$ cat src/hw/oring_ctrl_regs.vh
// Purpose: Offsets, fields and reset values of the rail OR-ing controller
// Assumes: 8-bit register data, 4-bit word index on the register port
// Notes:   Definitions only; included by the controller
`ifndef ORING_CTRL_REGS_VH
`define ORING_CTRL_REGS_VH

// ==========================================================
// Register offsets (word index)
`define REG_CONTROL      4'h0
`define REG_STATUS       4'h1
`define REG_RAIL_LOW     4'h2
`define REG_RAIL_HIGH    4'h3
`define REG_A_ON_LEVEL   4'h4
`define REG_A_OFF_LEVEL  4'h5
`define REG_B_ON_LEVEL   4'h6
`define REG_B_OFF_LEVEL  4'h7

// ==========================================================
// Control register fields
`define CTL_RUN          0
`define CTL_ALLOW_A      1
`define CTL_ALLOW_B      2
`define CTL_USED_MASK    8'h07

// ==========================================================
// Status register fields
`define STS_STATE_LO     0
`define STS_STATE_HI     1
`define STS_GATE_A       2
`define STS_GATE_B       3
`define STS_LOAD_EN      4
`define STS_RAIL_A_OK    5
`define STS_RAIL_B_OK    6
`define STS_LOAD_ON      7

// ==========================================================
// Reset values
`define RST_CONTROL      8'h07
`define RST_RAIL_LOW     8'hA0
`define RST_RAIL_HIGH    8'hC0
`define RST_ON_LEVEL     8'h40
`define RST_OFF_LEVEL    8'h20

// ==========================================================
// Sequencer states
`define ST_WAIT_RAIL     2'h0
`define ST_ENABLE_LOAD   2'h1
`define ST_WAIT_LOAD     2'h2
`define ST_RUN           2'h3

`endif

$ cat src/hw/pin_sync.v
// Purpose: Three-stage synchroniser with agreement filter for pin inputs
// Assumes: Inputs are asynchronous to CLOCK
// Notes:   Output moves only when stages two and three agree
`default_nettype none

module pin_sync #(
  parameter WIDTH = 9
) (
  input  wire             CLOCK,
  input  wire             RST,
  input  wire [WIDTH-1:0] PIN,
  output reg  [WIDTH-1:0] LEVEL
);

  // ==========================================================
  // Storage
  reg [WIDTH-1:0] meta;   // First stage, read only by stage two
  reg [WIDTH-1:0] stage2; // Second stage
  reg [WIDTH-1:0] stage3; // Third stage

  // ==========================================================
  // Shift chain
  // Metastability guard, then a one-cycle agreement check
  always @(posedge CLOCK or posedge RST) begin
    if (RST) begin
      meta   <= {WIDTH{1'b0}};
      stage2 <= {WIDTH{1'b0}};
      stage3 <= {WIDTH{1'b0}};
    end else begin
      meta   <= PIN;
      stage2 <= meta;
      stage3 <= stage2;
    end
  end

  // ==========================================================
  // Agreement filter
  // A one-cycle glitch never reaches the output
  always @(posedge CLOCK or posedge RST) begin
    if (RST) begin
      LEVEL <= {WIDTH{1'b0}};
    end else begin
      // Agree high sets, agree low clears, disagreement holds
      LEVEL <= (stage2 & stage3) | (LEVEL & (stage2 | stage3));
    end
  end

endmodule

`default_nettype wire

$ cat src/hw/oring_ctrl.v
// Purpose: Two-limb supply OR-ing sequencer with pass-gate control
// Assumes: Comparator and load-good pins are asynchronous to CLOCK
// Notes:   Threshold levels are outputs that set external comparators
`default_nettype none

`include "oring_ctrl_regs.vh"

// Function
// - Both pass gates off after reset
// - Wait until one input rail valid
// - Valid rail seen: assert load enable
// - Wait load good before gate decisions
// - Close gate only above turn-on level
// - Both limbs high: both gates on
// - Below turn-off level: gate off immediately
// - Reclose gate when current rises again
// - Both limbs decided in parallel, continuously
// - Two comparators per limb give hysteresis
// - Rail window lower and upper settable
module oring_ctrl (
  input  wire       CLOCK,
  input  wire       RST,
  // Register port
  input  wire [3:0] ADDR,
  input  wire [7:0] WDATA,
  input  wire       WR,
  input  wire       RD,
  output reg  [7:0] RDATA,
  // Rail window comparators, one pair per rail
  input  wire       INPUT_RAIL_A_ABOVE_LOW,
  input  wire       INPUT_RAIL_A_ABOVE_HIGH,
  input  wire       INPUT_RAIL_B_ABOVE_LOW,
  input  wire       INPUT_RAIL_B_ABOVE_HIGH,
  // Limb current comparators, turn-on and turn-off
  input  wire       LIMB_A_CURRENT_SENSE_ABOVE_ON,
  input  wire       LIMB_A_CURRENT_SENSE_BELOW_OFF,
  input  wire       LIMB_B_CURRENT_SENSE_ABOVE_ON,
  input  wire       LIMB_B_CURRENT_SENSE_BELOW_OFF,
  // Load started indication
  input  wire       LOAD_GOOD,
  // Outputs toward load and pass gates
  output reg        LOAD_ENABLE,
  output reg        GATE_A,
  output reg        GATE_B,
  // Comparator level settings
  output reg  [7:0] RAIL_LOW_LEVEL,
  output reg  [7:0] RAIL_HIGH_LEVEL,
  output reg  [7:0] LIMB_A_ON_LEVEL,
  output reg  [7:0] LIMB_A_OFF_LEVEL,
  output reg  [7:0] LIMB_B_ON_LEVEL,
  output reg  [7:0] LIMB_B_OFF_LEVEL
);

  // ==========================================================
  // Functions

  // Rail inside its window: above low, not above high
  function rail_valid;
    input above_low;
    input above_high;
    begin
      rail_valid = above_low & ~above_high;
    end
  endfunction

  // Next gate state for one limb with hysteresis
  // Turn-off wins over turn-on so a falling limb never stays closed
  function gate_next;
    input current_gate;
    input allow;
    input above_on;
    input below_off;
    begin
      if (!allow) begin
        gate_next = 1'b0;          // Software forbids this limb
      end else if (below_off) begin
        gate_next = 1'b0;
      end else if (above_on) begin
        gate_next = 1'b1;
      end else begin
        gate_next = current_gate;  // Between levels: hold
      end
    end
  endfunction

  // ==========================================================
  // Pin synchronisation
  wire [8:0] pin_raw;   // Raw pin vector
  wire [8:0] pin_level; // Filtered, clock-domain levels

  assign pin_raw = {LOAD_GOOD,
                    LIMB_B_CURRENT_SENSE_BELOW_OFF,
                    LIMB_B_CURRENT_SENSE_ABOVE_ON,
                    LIMB_A_CURRENT_SENSE_BELOW_OFF,
                    LIMB_A_CURRENT_SENSE_ABOVE_ON,
                    INPUT_RAIL_B_ABOVE_HIGH,
                    INPUT_RAIL_B_ABOVE_LOW,
                    INPUT_RAIL_A_ABOVE_HIGH,
                    INPUT_RAIL_A_ABOVE_LOW};

  // Three sync flops plus a filter flop per pin; level moves once stages two and three agree
  pin_sync #(
    .WIDTH (9)
  ) u_pin_sync (
    .CLOCK (CLOCK),
    .RST   (RST),
    .PIN   (pin_raw),
    .LEVEL (pin_level)
  );

  // Named views of the filtered levels
  wire rail_a_low_ok;  // Rail A above lower level
  wire rail_a_high;    // Rail A above upper level
  wire rail_b_low_ok;  // Rail B above lower level
  wire rail_b_high;    // Rail B above upper level
  wire a_above_on;     // Limb A above turn-on level
  wire a_below_off;    // Limb A below turn-off level
  wire b_above_on;     // Limb B above turn-on level
  wire b_below_off;    // Limb B below turn-off level
  wire load_on;        // Load reports it has started

  assign rail_a_low_ok = pin_level[0];
  assign rail_a_high   = pin_level[1];
  assign rail_b_low_ok = pin_level[2];
  assign rail_b_high   = pin_level[3];
  assign a_above_on    = pin_level[4];
  assign a_below_off   = pin_level[5];
  assign b_above_on    = pin_level[6];
  assign b_below_off   = pin_level[7];
  assign load_on       = pin_level[8];

  // ==========================================================
  // Rail validity
  wire rail_a_ok;  // Rail A inside window
  wire rail_b_ok;  // Rail B inside window
  wire any_rail;   // At least one rail usable

  assign rail_a_ok = rail_valid(rail_a_low_ok, rail_a_high);
  assign rail_b_ok = rail_valid(rail_b_low_ok, rail_b_high);
  assign any_rail  = rail_a_ok | rail_b_ok;

  // ==========================================================
  // Register storage
  reg [7:0] control; // Run and per-limb allow bits

  wire run;     // Sequencer permitted to advance
  wire allow_a; // Limb A may be closed
  wire allow_b; // Limb B may be closed

  assign run     = control[`CTL_RUN];
  assign allow_a = control[`CTL_ALLOW_A];
  assign allow_b = control[`CTL_ALLOW_B];

  // Write decode
  // Levels change live; external comparators settle on their own
  always @(posedge CLOCK or posedge RST) begin
    if (RST) begin
      control          <= `RST_CONTROL;
      RAIL_LOW_LEVEL   <= `RST_RAIL_LOW;
      RAIL_HIGH_LEVEL  <= `RST_RAIL_HIGH;
      LIMB_A_ON_LEVEL  <= `RST_ON_LEVEL;
      LIMB_A_OFF_LEVEL <= `RST_OFF_LEVEL;
      LIMB_B_ON_LEVEL  <= `RST_ON_LEVEL;
      LIMB_B_OFF_LEVEL <= `RST_OFF_LEVEL;
    end else if (WR) begin
      case (ADDR)
        `REG_CONTROL: begin
          control <= WDATA & `CTL_USED_MASK;
        end
        `REG_RAIL_LOW: begin
          RAIL_LOW_LEVEL <= WDATA;
        end
        `REG_RAIL_HIGH: begin
          RAIL_HIGH_LEVEL <= WDATA;
        end
        `REG_A_ON_LEVEL: begin
          LIMB_A_ON_LEVEL <= WDATA;
        end
        `REG_A_OFF_LEVEL: begin
          LIMB_A_OFF_LEVEL <= WDATA;
        end
        `REG_B_ON_LEVEL: begin
          LIMB_B_ON_LEVEL <= WDATA;
        end
        `REG_B_OFF_LEVEL: begin
          LIMB_B_OFF_LEVEL <= WDATA;
        end
        default: begin
          // Status and unmapped: write ignored
        end
      endcase
    end
  end

  // ==========================================================
  // Sequencer
  localparam [1:0] WAIT_RAIL   = `ST_WAIT_RAIL;
  localparam [1:0] ENABLE_LOAD = `ST_ENABLE_LOAD;
  localparam [1:0] WAIT_LOAD   = `ST_WAIT_LOAD;
  localparam [1:0] RUN         = `ST_RUN;

  reg [1:0] state;       // Current step
  reg [1:0] next_state;  // Step for next cycle

  // Step selection
  // Losing every rail or the run bit drops back to the start
  always @* begin
    next_state = state;
    if (!run || !any_rail) begin
      next_state = WAIT_RAIL;
    end else begin
      case (state)
        WAIT_RAIL: begin
          next_state = ENABLE_LOAD;  // a rail is valid
        end
        ENABLE_LOAD: begin
          next_state = WAIT_LOAD;
        end
        WAIT_LOAD: begin
          if (load_on) begin
            next_state = RUN;
          end
        end
        RUN: begin
          next_state = RUN;          // stays here until run is cleared or every rail is lost
        end
        default: begin
          next_state = WAIT_RAIL;
        end
      endcase
    end
  end

  // State register
  always @(posedge CLOCK or posedge RST) begin
    if (RST) begin
      state <= WAIT_RAIL;
    end else begin
      state <= next_state;
    end
  end

  // ==========================================================
  // Output decisions
  reg next_load_enable; // Load enable for next cycle
  reg next_gate_a;      // Limb A gate for next cycle
  reg next_gate_b;      // Limb B gate for next cycle

  // Gates only act in RUN; body diodes carry the load before
  always @* begin
    next_load_enable = 1'b0;
    next_gate_a      = 1'b0;
    next_gate_b      = 1'b0;
    case (next_state)
      WAIT_RAIL: begin
        next_load_enable = 1'b0;
      end
      ENABLE_LOAD: begin
        next_load_enable = 1'b1;
      end
      WAIT_LOAD: begin
        next_load_enable = 1'b1;  // gates stay open
      end
      RUN: begin
        next_load_enable = 1'b1;
        // Both limbs evaluated side by side every cycle
        next_gate_a = gate_next(GATE_A, allow_a,
                                a_above_on, a_below_off);
        next_gate_b = gate_next(GATE_B, allow_b,
                                b_above_on, b_below_off);
      end
      default: begin
        next_load_enable = 1'b0;
      end
    endcase
  end

  // Registered drive; turn-off lands one edge after the level
  always @(posedge CLOCK or posedge RST) begin
    if (RST) begin
      LOAD_ENABLE <= 1'b0;
      GATE_A      <= 1'b0;
      GATE_B      <= 1'b0;
    end else begin
      LOAD_ENABLE <= next_load_enable;
      GATE_A      <= next_gate_a;
      GATE_B      <= next_gate_b;
    end
  end

  // ==========================================================
  // Status view
  wire [7:0] status; // Live controller state

  assign status = {load_on,
                   rail_b_ok,
                   rail_a_ok,
                   LOAD_ENABLE,
                   GATE_B,
                   GATE_A,
                   state};

  // ==========================================================
  // Read path
  // Data appear the cycle after the strobe; zero otherwise
  always @(posedge CLOCK or posedge RST) begin
    if (RST) begin
      RDATA <= 8'h00;
    end else if (RD) begin
      case (ADDR)
        `REG_CONTROL: begin
          RDATA <= control;
        end
        `REG_STATUS: begin
          RDATA <= status;
        end
        `REG_RAIL_LOW: begin
          RDATA <= RAIL_LOW_LEVEL;
        end
        `REG_RAIL_HIGH: begin
          RDATA <= RAIL_HIGH_LEVEL;
        end
        `REG_A_ON_LEVEL: begin
          RDATA <= LIMB_A_ON_LEVEL;
        end
        `REG_A_OFF_LEVEL: begin
          RDATA <= LIMB_A_OFF_LEVEL;
        end
        `REG_B_ON_LEVEL: begin
          RDATA <= LIMB_B_ON_LEVEL;
        end
        `REG_B_OFF_LEVEL: begin
          RDATA <= LIMB_B_OFF_LEVEL;
        end
        default: begin
          RDATA <= 8'h00;  // Unmapped reads zero
        end
      endcase
    end else begin
      RDATA <= 8'h00;  // Data valid only after a read
    end
  end

endmodule

`default_nettype wire

$ cat config.mk
export PLATFORM = sky130hd
export DESIGN_NAME = oring_ctrl
export DESIGN_NICKNAME = d
export VERILOG_FILES = /design/src/hw/pin_sync.v /design/src/hw/oring_ctrl.v
export VERILOG_INCLUDE_DIRS = /design/src /design/src/hw
export SDC_FILE = /design/constraint.sdc
export NUM_CORES = 1
export LEC_CHECK = 0
export ABC_AREA = 1
export BUFFER_PORTS_ARGS = -buffer_cell sky130_fd_sc_hd__clkbuf_2
export CORE_MARGIN = 3
export CORE_UTILIZATION = 58
export CTS_CLUSTER_DIAMETER = 50
export CTS_CLUSTER_SIZE = 10
export DETAILED_ROUTE_END_ITERATION = 6
export PLACE_DENSITY = 0.84
export SLEW_MARGIN = 20
export SYNTH_ARGS = -nofsm -noshare
export SYNTH_HDL_FRONTEND = slang
export SYNTH_SLANG_ARGS = --single-unit
$ cat constraint.sdc
create_clock -name CLOCK -period 6.1 [get_ports CLOCK]
set_input_delay 1.22 -clock CLOCK [delete_from_list [all_inputs] [get_ports CLOCK]]
set_output_delay 1.22 -clock CLOCK [all_outputs]
set_load 0.02 [all_outputs]
## Word-level counts from Yosys, hierarchy flattened

Cells that the tools add are included.
W data, S select, Z words.

| storage, ports and cells | value |
|---|---|
| bits in latches | 0 |
| ROM bits | 0 |
| flip-flop bits (word level) | 100 |
| output and inout port bits | 59 |
| bits of input ports | 25 |
| word-level logic and storage cells | 68 |
| memory bits (writable) | 0 |
| memories kept | 0 |

| cells by class | value |
|---|---|
| reduce and logical (&&, ||, !) cells | 14 |
| bitwise gates (word level) | 9 |
| add/subtract/negate cells | 0 |
| $lt $le $gt $ge | 0 |
| mux-type cells | 14 |
| multiply operators | 0 |
| shift-type cells | 0 |
| equal/unequal tests | 15 |
| divide/modulo/power cells | 0 |

Operator list:

| kind | number |
|---|---|
| $pmux W8 S8 | 1 |
| $and A9 B9 Y9 | 2 |
| $or A9 B9 Y9 | 2 |
| $eq A4 B3 Y1 const B | 4 |
| $reduce_and A2 Y1 | 7 |
| $eq A2 B2 Y1 const B | 4 |
| $eq A4 B2 Y1 const B | 2 |
| $mux W1 | 8 |
| $mux W8 | 1 |
| $ne A4 B2 Y1 const B | 2 |
| $pmux W2 S4 | 1 |
| $eq A2 B1 Y1 const B | 2 |
| $eq A4 B1 Y1 const B | 1 |
| $logic_not A2 Y1 | 2 |
| $logic_not A4 Y1 | 1 |
| $mux W2 | 2 |
| $reduce_or A3 Y1 | 1 |
| $and A1 B1 Y1 | 2 |
| $logic_not A1 Y1 | 2 |
| $not A1 Y1 | 2 |
| $pmux W1 S2 | 1 |
| $logic_or A1 B1 Y1 | 1 |
| $or A1 B1 Y1 | 1 |

## Longest topological paths before layout

| depth | value |
|---|---|
| depth in word-level cells | 9 |
| mapped depth | 7 |
| gate-level depth less buffers | 7 |

## Hierarchy

From an unflattened synthesis, not the netlist that was laid out.

| second synthesis, totals | value |
|---|---|
| cell total of the unflattened synthesis | 419 |
| area, all modules | 4,108.9 um2 |

By module, submodules not included:

| module | instances | cells an instance | seq. area each (um2) | area an instance (um2) |
|---|---|---|---|---|
| oring_ctrl | 1 | 346 | 1,615.3 | 3,057.9 |
| pin_sync | 1 | 73 | 900.9 | 1,051.0 |

## Least setup slack after synthesis

No wires, ideal clock.

| path | value |
|---|---|
| kind | input -> register |
| from | input port ADDR[1] |
| to | register RDATA[0] |
| path slack | 4.060 ns |
| stages on the path | 6 |
| data arrival time | 1.962 ns |
| data required time | 6.023 ns |
| path through | nor2_1 > buf_4 > nand3_1 > nand2_1 > nor2_1 > a21oi_1 |

| on the way | value |
|---|---|
| longest elaborated chain between the ends | 3 |

RTL lines:

| what | RTL line | RTL |
|---|---|---|
| from (decl) | oring_ctrl.v:24 | `input wire [3:0] ADDR,` |
| $eq A4 B3 Y1, or another cell as far along | oring_ctrl.v:310 | `case (ADDR)` |
| $pmux W8 S8 (*) | oring_ctrl.v:310 |  |
| $mux W8 (*) | oring_ctrl.v:309 | `end else if (RD) begin` |
| to (signal assigned) | oring_ctrl.v:312 | `RDATA <= control;` |
| to (signal assigned) | oring_ctrl.v:315 | `RDATA <= status;` |
| to (decl) | oring_ctrl.v:28 | `output reg [7:0] RDATA,` |

Mark *: on every way between the ends. The rest lies on a longest branch, timed or not.
A chain may end at the register's enable or synchronous reset.

## Final worst setup path

| path | value |
|---|---|
| from | input port ADDR[1] |
| to | register control[2] |

| on the way | value |
|---|---|
| longest elaborated chain between the ends | 2 |

RTL lines:

| what | RTL line | RTL |
|---|---|---|
| $logic_not A4 Y1 | oring_ctrl.v:166 | `case (ADDR)` |
| $reduce_and A2 Y1 (no source line) | n/a |  |
| to (signal assigned) | oring_ctrl.v:158 | `` control <= `RST_CONTROL; `` |
| to (signal assigned) | oring_ctrl.v:168 | `` control <= WDATA & `CTL_USED_MASK; `` |
| to (decl) | oring_ctrl.v:144 | `reg [7:0] control;` |

Every way passes these cells.

==> results.json <==
{
  "syn_area_per_cell_um2": 10.3,
  "tightest_slew_ns": 1.03,
  "cts_tree": "yes",
  "required_ns": 6.39,
  "syn_to_final_growth_pct": 15.9,
  "finalSetupTns_ns": 0,
  "whs_ns": 0.352,
  "rsz0062_at_grt": "false",
  "synth.top_cell.area_share_pct": 55.1,
  "final_max_slew_viol_count": 0,
  "rr_worst_depth": 4,
  "cp_max_fo": 13,
  "cts.sinks": 100,
  "peakVddDrop_mv": 0.247,
  "die_area_mm2": 0.00801,
  "hold_path.class": "reg -> reg",
  "initial_core_util_pct": 61.6,
  "drt_drc_violations_left": 0,
  "synthCells": 392,
  "vias": 3103,
  "yosysSeqAreaShare_pct": 62.2,
  "synth_common_cells": "nand2_1 (92), dfrtp_1 (89), nand3_1 (48)",
  "ant_nets": 0,
  "slew_headroom_pct": 31.2,
  "grt_max_degree": 64,
  "drtIter0Drc": 249,
  "status": "complete, no violations",
  "die_w_um": 89.5,
  "ios": 84,
  "synth_ff_type": "dfrtp_1",
  "synth.area.top_cells": "dfrtp_1 (55%), nand2_1 (8.5%), dfstp_2 (7.1%), nand3_1 (5.9%), o21ai_1 (4.0%)",
  "antenna_found_initial": 0,
  "fin_util_pct": 71.3,
  "synth-async-reset-ratio_pct": 100,
  "ys_warn_count": 0,
  "numCtsBuffers": 9,
  "fmax_mhz": 403,
  "overflow": 0,
  "skew_ns": 0.00896,
  "p_leak_nw": 2.37,
  "hold_viol": 0,
  "post-route-worst-setup-slack_ns": 3.62,
  "gp_congestion": 0.851,
  "final-setup-viol-count": 0,
  "drive_gt1_share_pct": 27.7,
  "synthMostInstantiatedCell": "nand2_1",
  "hold_buffers": 0,
  "fin_crit_sh_pct": 40.6,
  "via_per_inst": 5.44,
  "holdCritStartpoint": "u_pin_sync.meta[7]",
  "synthesis.area_mm2": 0.00404,
  "critPathCapture": "control[2]",
  "grt_pass1_vias": 2922,
  "p_per_area_mw_per_mm2": 351,
  "synthDistinctLibCells": 22,
  "rrSetupSlack_ns": 4.97,
  "fill_cells": 504,
  "fp-row-count": 29,
  "nNetsFinal": 497,
  "reg2reg_from": "control[0]",
  "dp_slack_ns": 3.36,
  "crit_type": "in -> reg",
  "grt.total_usage_pct": 24.7,
  "insertion_delay_ns": 0.36,
  "dr.pass1.iters": 6,
  "route.detailed.wl_per_inst_um": 15.9,
  "coreArea_mm2": 0.00657,
  "synth-edff-count": 0,
  "timing.rr.end": "GATE_B",
  "cp-startpoint": "ADDR[1]",
  "power_mw": 1.65,
  "port_buffers": 83,
  "ys_ff_latch": 100,
  "die_h_um": 89.5,
  "fin_crit_ns": 2.48,
  "cts_setup_buffers": 0,
  "hpwl_um": 6380,
  "cts_root_buf": "clkbuf_8",
  "crit_arrival_ns": 2.77,
  "htree_levels": 3,
  "syn_nets": 417,
  "n_antenna_cell": 0,
  "clk_pin_slew_ns": 0.09,
  "cap_violations": 0,
  "ctsResizeCount": 0,
  "clock_path_buffers": 2,
  "grt_pass1_wl_um": 14600,
  "crit_path_end_kind": "flip-flop",
  "worstSetupStartpointType": "input pin",
  "drt-total-wl_um": 9080,
  "yosysTopAreaCell": "dfrtp_1"
}
-- critical path: stages --
cell and delay, ns:
clkbuf_2 0.12, nor2_1 0.80, and3_1 0.39, nand2_1 0.09
o21a_1 0.13
-- logic make-up (layout without fill, tap and decap cells) --
kind of cell	Yosys count	count (layout)	share of synthesized area, %
buffers and inverters	41	126	5.79
AO/OA/AOI/OAI	64	64	8.79
adder cells (fa/ha/maj)	9	9	2.23
flip-flops	100	100	62.2
AND/OR/NAND/NOR	178	178	21.0
-- flip-flops by register name (all words and copies together), names as in the netlist, 9 cells and up --
| signal | flops |
|---|---|
| u_pin_sync.stage3 | 9 |
| u_pin_sync.meta | 9 |
| u_pin_sync.stage2 | 9 |
| u_pin_sync.LEVEL | 9 |
-- how the worst min path moves through the flow --
stage	depth (start not counted)	slack (ns)	endpoint
after floorplan	0	0.33	u_pin_sync.stage2[0]
final	0	0.35	u_pin_sync.stage2[7]
after CTS	0	0.35	u_pin_sync.stage2[7]
after detailed placement	0	0.33	u_pin_sync.stage2[0]
after global routing	0	0.36	u_pin_sync.stage2[3]
after global placement	0	0.33	u_pin_sync.stage2[1]
-- layout make-up --
cell class | instances | area, um^2 | area share, %
clock buffer | 9 | 124 | 2.64
inverter | 26 | 98.8 | 2.11
multi-input combinational | 251 | 1290 | 27.6
sequential | 100 | 2520 | 53.7
tap | 93 | 116 | 2.48
timing repair buffer | 84 | 423 | 9.03
clock inverter | 7 | 114 | 2.43
-- metrics by stage --
step           instances  instance area, um^2
2_1_floorplan        392                 4040
4_1_cts              570                 4680
3_5_place_dp         554                 4450
6_report             570                 4680
5_1_grt              570                 4680
3_3_place_gp         554                 4450
-- cell usage in the layout (no fill, tap or decap), types with 3 or more instances in the layout --
cell,synthesis,final
bufinv_16,0,3
o21ai_0,10,10
inv_1,25,24
clkbuf_2,0,83
clkinv_2,0,4
dfstp_2,11,11
nor2_4,5,5
o21ai_2,8,8
nor2_1,24,24
dfrtp_1,89,89
nand3_4,5,5
clkbuf_8,0,9
nand3_1,48,48
nand2_1,92,92
maj3_1,9,9
a21oi_1,12,12
o21ai_1,32,32
-- metal layers --
layer,part of all wire [%],up-vias,track usage (%),wire length (um)
met2,44,159,36.2,3990
met5,0,-,0,0
met3,9.0,33,7.37,816
met1,44,1459,35.0,3970
li1,-,1452,-,-
met4,3.3,0,9.34,295
-- power breakdown --
part | internal [mW] | switching (mW)
logic | 0.102 | 0.214
clock network | 0.272 | 0.220
registers | 0.766 | 0.0719
Note: power is estimated with default switching activity, not from simulation.
